==> config.mk <==
export PLATFORM = sky130hd
export DESIGN_NAME = smi_indexer
export DESIGN_NICKNAME = d
export VERILOG_FILES = /design/src/smi_pkg.sv /design/src/smi_indexer.sv
export VERILOG_INCLUDE_DIRS = /design/src
export SDC_FILE = /design/constraint.sdc
export NUM_CORES = 1
export LEC_CHECK = 0
export BUFFER_PORTS_ARGS = -buffer_cell sky130_fd_sc_hd__buf_2
export CAP_MARGIN = 40
export CORE_ASPECT_RATIO = 1.4
export CORE_UTILIZATION = 60
export CTS_BUF_LIST = sky130_fd_sc_hd__clkbuf_8
export CTS_CLUSTER_DIAMETER = 120
export DETAILED_ROUTE_END_ITERATION = 16
export PLACE_DENSITY = 0.78
export SYNTH_ARGS = -nofsm -noshare
export SYNTH_HDL_FRONTEND = slang
export SYNTH_SLANG_ARGS = --single-unit
==> constraint.sdc <==
create_clock -name core_clk -period 11.4 [get_ports core_clk]
set_clock_uncertainty 0.1 [all_clocks]
set_input_delay 0 -clock core_clk [delete_from_list [all_inputs] [get_ports core_clk]]
set_output_delay 0 -clock core_clk [all_outputs]
set_load 0.03 [all_outputs]
==> src/smi_defs.svh <==
// constants of the step/direction microstepping indexer
`ifndef SMI_DEFS_SVH
`define SMI_DEFS_SVH

// ----------------------------------------------------------------
// position counter
// ----------------------------------------------------------------
`define SMI_POS_W        7
`define SMI_HOME_POS     7'h10
`define SMI_FULL_OFFSET  7'h10
`define SMI_ZERO_POS     7'h00
`define SMI_QUARTER      6'h20

// ----------------------------------------------------------------
// step size exponents, position units per step
// ----------------------------------------------------------------
`define SMI_SHIFT_FULL   3'h5
`define SMI_SHIFT_HALF   3'h4
`define SMI_SHIFT_QUART  3'h3
`define SMI_SHIFT_8TH    3'h2
`define SMI_SHIFT_16TH   3'h1
`define SMI_SHIFT_32ND   3'h0

// ----------------------------------------------------------------
// reset values of outputs
// ----------------------------------------------------------------
`define SMI_HOME_PCT     8'sh47
`define SMI_PCT_W        8

`endif

==> src/smi_pkg.sv <==
// types of the step/direction microstepping indexer
package smi_pkg;

   // ----------------------------------------------------------------
   // pin front end
   // ----------------------------------------------------------------
   typedef struct packed {
      logic step_in;
      logic dir;
      logic output_disable_n;
      logic uvlo_active;
      logic sleep_n;
      logic mode_select_0_hi;
      logic mode_select_0_lo;
      logic mode_select_1_hi;
      logic mode_select_1_lo;
   } smi_pins_t;

   typedef enum logic [1:0] {
      smi_lvl_low,
      smi_lvl_open,
      smi_lvl_high
   } smi_level_t;

   // ----------------------------------------------------------------
   // decoded step mode
   // ----------------------------------------------------------------
   typedef struct packed {
      logic [2:0] shift;
      logic       both_edges;
   } smi_mode_t;

   // ----------------------------------------------------------------
   // winding outputs
   // ----------------------------------------------------------------
   typedef struct packed {
      logic signed [7:0] current_a;
      logic signed [7:0] current_b;
   } smi_target_t;

   typedef struct packed {
      logic a_out_pos;
      logic a_out_neg;
      logic b_out_pos;
      logic b_out_neg;
   } smi_drive_t;

endpackage : smi_pkg

==> src/smi_indexer.sv <==
// microstepping indexer driven by step and direction pins
//
// Overview of operation
// - qualifying step edge advances one step of the selected resolution
// - disable pin stops bridge only, indexer keeps tracking
// - mode_select_1 low: full, half, quarter; rising
// - mode_select_1 open: eighth step, rising or both; sixteenth step rising
// - sixteenth step, rising or both edges
// - mode_select_1 high: sixteenth step on both edges, thirty-second step rising or both
// - mode pins decode low, high or released
// - first step after a mode change moves to next valid position
// - home 45 degrees at reset, uvlo, sleep exit
// - direction high forward, low reverse
// - positive target drives positive output high
// - targets are cosine A, sine B percent
// - coarser modes visit sparser entries, full offset
`timescale 1ns/1ps
`include "smi_defs.svh"

module smi_indexer #(
   parameter int POS_W = `SMI_POS_W
) (
   // clock and reset
   input  wire logic                core_clk,
   input  wire logic                rst,
   // pins from the controller, asynchronous
   input  wire smi_pkg::smi_pins_t  pins,
   // winding current targets in percent
   output      smi_pkg::smi_target_t target,
   // bridge drive polarity
   output      smi_pkg::smi_drive_t drive,
   output      logic                bridge_on,
   // indexer state
   output      logic [6:0]          position,
   output      smi_pkg::smi_mode_t  mode
);
   import smi_pkg::*;

   // ----------------------------------------------------------------
   // elaboration check
   // ----------------------------------------------------------------
   if (POS_W != `SMI_POS_W)
   begin : g_bad_width
      $error("position width must be seven bits");
   end

   // ----------------------------------------------------------------
   // declarations
   // ----------------------------------------------------------------
   smi_pins_t   pins_s1;
   smi_pins_t   pins_s2;
   logic        step_d;
   smi_pins_t   next_pins_s1;
   smi_pins_t   next_pins_s2;
   logic        next_step_d;
   logic [6:0]  next_position;
   smi_target_t next_target;
   smi_drive_t  next_drive;
   logic        next_bridge_on;
   smi_mode_t   next_mode;
   smi_level_t  lvl0;
   smi_level_t  lvl1;
   logic        rise;
   logic        fall;
   logic        advance;
   logic        hold_home;
   logic [6:0]  size;
   logic [6:0]  offset;
   logic [6:0]  base;
   logic [6:0]  mask;
   logic [6:0]  fwd_pos;
   logic [6:0]  rev_pos;

   // ----------------------------------------------------------------
   // quarter wave of cosine, percent, index 0 to 32
   // ----------------------------------------------------------------
   function automatic logic [6:0] cos_mag(input logic [5:0] k);
      logic [6:0] m;
      m = 7'h00;
      case (k)
         6'h00, 6'h01, 6'h02: m = 7'h64;
         6'h03: m = 7'h63;
         6'h04: m = 7'h62;
         6'h05: m = 7'h61;
         6'h06: m = 7'h60;
         6'h07: m = 7'h5e;
         6'h08: m = 7'h5c;
         6'h09: m = 7'h5a;
         6'h0a: m = 7'h58;
         6'h0b: m = 7'h56;
         6'h0c: m = 7'h53;
         6'h0d: m = 7'h50;
         6'h0e: m = 7'h4d;
         6'h0f: m = 7'h4a;
         6'h10: m = 7'h47;
         6'h11: m = 7'h43;
         6'h12: m = 7'h3f;
         6'h13: m = 7'h3c;
         6'h14: m = 7'h38;
         6'h15: m = 7'h33;
         6'h16: m = 7'h2f;
         6'h17: m = 7'h2b;
         6'h18: m = 7'h26;
         6'h19: m = 7'h22;
         6'h1a: m = 7'h1d;
         6'h1b: m = 7'h18;
         6'h1c: m = 7'h14;
         6'h1d: m = 7'h0f;
         6'h1e: m = 7'h0a;
         6'h1f: m = 7'h05;
         default: m = 7'h00;
      endcase
      return m;
   endfunction : cos_mag

   function automatic logic signed [7:0] pct(input logic [6:0] m,
                                             input logic neg);
      logic signed [7:0] v;
      v = signed'({1'b0, m});
      return neg ? -v : v;
   endfunction : pct

   // ----------------------------------------------------------------
   // tri-level and mode decode
   // ----------------------------------------------------------------
   function automatic smi_level_t tri_decode(input logic hi,
                                             input logic lo);
      smi_level_t l;
      l = smi_lvl_open;
      if (hi && !lo)
      begin
         l = smi_lvl_high;
      end
      else if (lo && !hi)
      begin
         l = smi_lvl_low;
      end
      return l;
   endfunction : tri_decode

   // ----------------------------------------------------------------
   // next state
   // ----------------------------------------------------------------
   always_comb
   begin
      logic [4:0] r;
      logic [5:0] rc;
      r  = 5'h00;
      rc = 6'h00;
      next_pins_s1 = pins;
      next_pins_s2 = pins_s1;
      next_step_d  = pins_s2.step_in;

      lvl0 = tri_decode(pins_s2.mode_select_0_hi,
                        pins_s2.mode_select_0_lo);
      lvl1 = tri_decode(pins_s2.mode_select_1_hi,
                        pins_s2.mode_select_1_lo);
      next_mode = '{shift: `SMI_SHIFT_FULL, both_edges: 1'b0};
      case (lvl1)
         smi_lvl_low:
         begin
            case (lvl0)
               smi_lvl_low:  next_mode.shift = `SMI_SHIFT_FULL;
               smi_lvl_open: next_mode.shift = `SMI_SHIFT_HALF;
               default:      next_mode.shift = `SMI_SHIFT_QUART;
            endcase
         end
         smi_lvl_open:
         begin
            case (lvl0)
               smi_lvl_low:
               begin
                  next_mode.shift = `SMI_SHIFT_8TH;
               end
               smi_lvl_open:
               begin
                  next_mode.shift = `SMI_SHIFT_8TH;
                  next_mode.both_edges = 1'b1;
               end
               default:
               begin
                  next_mode.shift = `SMI_SHIFT_16TH;
               end
            endcase
         end
         default:
         begin
            case (lvl0)
               smi_lvl_low:
               begin
                  next_mode.shift = `SMI_SHIFT_16TH;
                  next_mode.both_edges = 1'b1;
               end
               smi_lvl_open:
               begin
                  next_mode.shift = `SMI_SHIFT_32ND;
               end
               default:
               begin
                  next_mode.shift = `SMI_SHIFT_32ND;
                  next_mode.both_edges = 1'b1;
               end
            endcase
         end
      endcase

      // step edge qualification
      rise    = pins_s2.step_in && !step_d;
      fall    = !pins_s2.step_in && step_d;
      advance = rise || (fall && next_mode.both_edges);

      // next valid position for the selected resolution
      size    = 7'h01 << next_mode.shift;
      offset  = (next_mode.shift == `SMI_SHIFT_FULL) ?
                `SMI_FULL_OFFSET : `SMI_ZERO_POS;
      base    = position - offset;
      mask    = ~(size - 7'h01);
      fwd_pos = ((base & mask) + size) + offset;
      rev_pos = (((base & ~mask) == `SMI_ZERO_POS) ?
                 base - size : base & mask) + offset;

      hold_home = pins_s2.uvlo_active || !pins_s2.sleep_n;
      next_position = position;
      if (hold_home)
      begin
         next_position = `SMI_HOME_POS;
      end
      else if (advance)
      begin
         next_position = pins_s2.dir ? fwd_pos : rev_pos;
      end

      // cosine on A, sine on B
      r  = next_position[4:0];
      rc = `SMI_QUARTER - {1'b0, r};
      case (next_position[6:5])
         2'h0:
         begin
            next_target.current_a = pct(cos_mag({1'b0, r}), 1'b0);
            next_target.current_b = pct(cos_mag(rc), 1'b0);
         end
         2'h1:
         begin
            next_target.current_a = pct(cos_mag(rc), 1'b1);
            next_target.current_b = pct(cos_mag({1'b0, r}), 1'b0);
         end
         2'h2:
         begin
            next_target.current_a = pct(cos_mag({1'b0, r}), 1'b1);
            next_target.current_b = pct(cos_mag(rc), 1'b1);
         end
         default:
         begin
            next_target.current_a = pct(cos_mag(rc), 1'b0);
            next_target.current_b = pct(cos_mag({1'b0, r}), 1'b1);
         end
      endcase

      // bridge polarity and output stage
      next_bridge_on = !pins_s2.output_disable_n && !hold_home;
      next_drive.a_out_pos = next_bridge_on &&
                             (next_target.current_a > 8'sh00);
      next_drive.a_out_neg = next_bridge_on &&
                             (next_target.current_a < 8'sh00);
      next_drive.b_out_pos = next_bridge_on &&
                             (next_target.current_b > 8'sh00);
      next_drive.b_out_neg = next_bridge_on &&
                             (next_target.current_b < 8'sh00);
   end

   // ----------------------------------------------------------------
   // registers
   // ----------------------------------------------------------------
   always_ff @(posedge core_clk)
   begin
      if (rst)
      begin
         pins_s1   <= '0;
         pins_s2   <= '0;
         step_d    <= 1'b0;
         position  <= `SMI_HOME_POS;
         target    <= '{current_a: `SMI_HOME_PCT,
                        current_b: `SMI_HOME_PCT};
         drive     <= '0;
         bridge_on <= 1'b0;
         mode      <= '{shift: `SMI_SHIFT_FULL, both_edges: 1'b0};
      end
      else
      begin
         pins_s1   <= next_pins_s1;
         pins_s2   <= next_pins_s2;
         step_d    <= next_step_d;
         position  <= next_position;
         target    <= next_target;
         drive     <= next_drive;
         bridge_on <= next_bridge_on;
         mode      <= next_mode;
      end
   end

endmodule : smi_indexer

==> results.json <==
{
  "grt_pass1_wl_um": 25400,
  "yosys.area.top_type_share_pct": 19.6,
  "post-synth-top-area-cell": "dfxtp_1",
  "peakVddDrop_mv": 0.0766,
  "drt-pass1-iter-count": 6,
  "n_fill_cell": 750,
  "die_x_um": 80.8,
  "setup_viol_count_final": 0,
  "synth_cell_types": 102,
  "finalHoldViolCount": 0,
  "grt_start_max_net_pins": 48,
  "num_antenna_cells": 0,
  "cts_tree": "done",
  "grt.overflow.total": 0,
  "clk_latency_ns": 0.31,
  "floorplan.initialDensity_pct": 62.8,
  "setup_tns_ns": 0,
  "slew-limit-headroom_pct": 39.9,
  "viasPerCell": 6.66,
  "rows": 39,
  "ys.warnings.count": 0,
  "yosys_most_used_dff": "dfxtp_1",
  "num_vias": 5291,
  "post-route-min-period_ns": 8.42,
  "status": "complete, no violations",
  "regArea_sq_um": 1020,
  "clock_path_buffers": 2,
  "slowest_stage": "or4b_1",
  "worst_pin_slew_ns": 0.902,
  "die-area_sq_um": 9070,
  "h-tree-depth": 2,
  "drive_gt1_share_pct": 15.5,
  "grt_pass1_vias": 5058,
  "synth.most_common_cell": "nor2_1",
  "hpwl_um": 11400,
  "synth_commonest_cells": "nor2_1, dfxtp_1, a21oi_1",
  "slowest_delay_ns": 0.76,
  "fin_ws_ns": 2.98,
  "maxCapViolations": 0,
  "fin_crit_sh_pct": 73.9,
  "totalWireLength_um": 15500,
  "grt.total_usage_pct": 35.9,
  "powerDensity_nw_per_um2": 79.6,
  "yosys-top-cells-area": "dfxtp_1, ha_1, nor2_1",
  "nets": 740,
  "drc": 0,
  "cp.arrival_ns": 8.49,
  "crit_required_ns": 11.47,
  "critPathCaptureType": "flop",
  "cts_num_sinks": 51,
  "ioPinCount": 43,
  "leakage_nw": 2.33,
  "antenna_found_initial": 0,
  "clkSlewWorstSetupHoldPaths_ns": 0.10,
  "die_h_um": 112,
  "syn_area_sq_um": 5210,
  "dp_cells": 777,
  "cts-root-buf": "clkbuf_8",
  "seq_area_frac_synth_pct": 19.6,
  "multiInputGateArea_sq_um": 3810,
  "reg2reg_slack_ns": 2.98,
  "wl_per_cell_um": 19.5,
  "p_total_uw": 443,
  "syn_inst": 672,
  "core_sq_um": 8300,
  "avgSynthCellArea_sq_um": 7.75,
  "path_max_fanout": 17,
  "path_common_cell": "ha_1",
  "place_ws_ns": 3.15,
  "cts_resized": 0,
  "finalMaxSlewViolations": 0,
  "synth_edf_count": 0,
  "cts_buffers": 5,
  "crit_type": "flop to flop",
  "synth_fp_nets": 721,
  "async_flop_share_pct": 0,
  "fin_hold_ws_ns": 0.160,
  "drtIter0Drc": 424,
  "syn2layout_area_growth_pct": 6.82,
  "startpoint_type": "flop",
  "fin_cells": 794,
  "ys_seq_elements": 51,
  "hold_path.class": "primary input to flop",
  "rsz0062_at_grt": "no",
  "ant_nets": 0,
  "portBuffers": 42,
  "place_congestion": 1.03,
  "fmax_mhz": 119
}
## repair_timing
item	4_1_cts	5_1_grt
hold endpoints to repair	9	0
setup buffers	0	0
hold buffers	9	0
## cells in the final DEF (no fill, tap or decap), types with 7 or more instances in the layout
cell type,instances
xnor2_1,17
nand3_1,26
ha_1,36
nor2b_1,24
nand2_1,39
o211ai_1,8
a21o_1,11
and3_1,7
and2_1,9
inv_1,33
dlygate4sd3_1,9
nand2b_1,18
a21oi_1,40
nor3_1,19
nor2_1,62
buf_2,43
mux2i_1,15
dfxtp_1,51
a31oi_1,13
o21ai_0,38
## flip-flops by register name (all words and copies together) (netlist names)
register and cells:
target 16, bridge_on 1, mode 4, next_step_d 1
pins_s2 8, step_d 1, position 7, drive 4
next_pins_s2 9
## stage by stage
stage	instance area, sq um	util (%)
3_3_place_gp	5350	64.5
6_report	5570	67.1
4_1_cts	5570	67.1
3_5_place_dp	5360	64.6
2_1_floorplan	5210	-
5_1_grt	5570	67.1
## cell type report
cell class	instances	share of cell area, %
multi-input cells	539	68.4
flip-flops and latches	51	18.3
repair buffers	58	6.29
well taps	102	2.29
clock inverters	2	0.629
inverters	36	2.52
clock buffers	6	1.48
## critical path: cells and delay by family, from the launching register on
family,cells,cell delay (ns)
compound gates,11,2.83
xor+xnor,1,0.37
mux,1,0.16
buf+inv,5,0.76
fa+ha+maj,4,1.32
flops,1,0.34
simple gates,6,2.41
## cell families (layout without fill, tap and decap cells)
logic type               Yosys count  after routing  synth area share (%)
XOR/XNOR                          21             21                  3.53
AO/OA/AOI/OAI                    198            198                  27.2
flip-flops                        51             51                  19.6
buffers and inverters             82            102                  7.37
adder cells (fa/ha/maj)           39             39                  9.60
multiplexers                      21             21                  4.47
AND/OR/NAND/NOR                  260            260                  28.2
## where the power goes
| part | internal [mW] | switching (mW) | leakage [nW] |
|---|---|---|---|
| Clock | 0.0711 | 0.0594 | 0.0612 |
| Combinational | 0.0457 | 0.0789 | 1.86 |
| Sequential | 0.185 | 0.00302 | 0.417 |
| Total | 0.302 | 0.141 | 2.33 |
## layer usage
layer	routed length [um]	track usage (%)	share of wire, %
met1	5690	40.9	37
met2	7840	61.2	51
met3	887	5.04	5.7
met4	1080	23.3	6.9
met5	0	0	0
## worst paths after layout
check | start | to | cells after the start
setup reg to reg | pins_s2[0]$_SDFF_PP0_ | drive[1]$_SDFF_PP0_ | 28
hold reg to reg | next_pins_s2[0]$_SDFF_PP0_ | pins_s2[0]$_SDFF_PP0_ | 1
setup / recovery | pins_s2[0]$_SDFF_PP0_ | drive[1]$_SDFF_PP0_ | 28
hold / removal | rst | position[6]$_SDFF_PP0_ | 2
No activity file was read; power rests on OpenSTA's default activity.
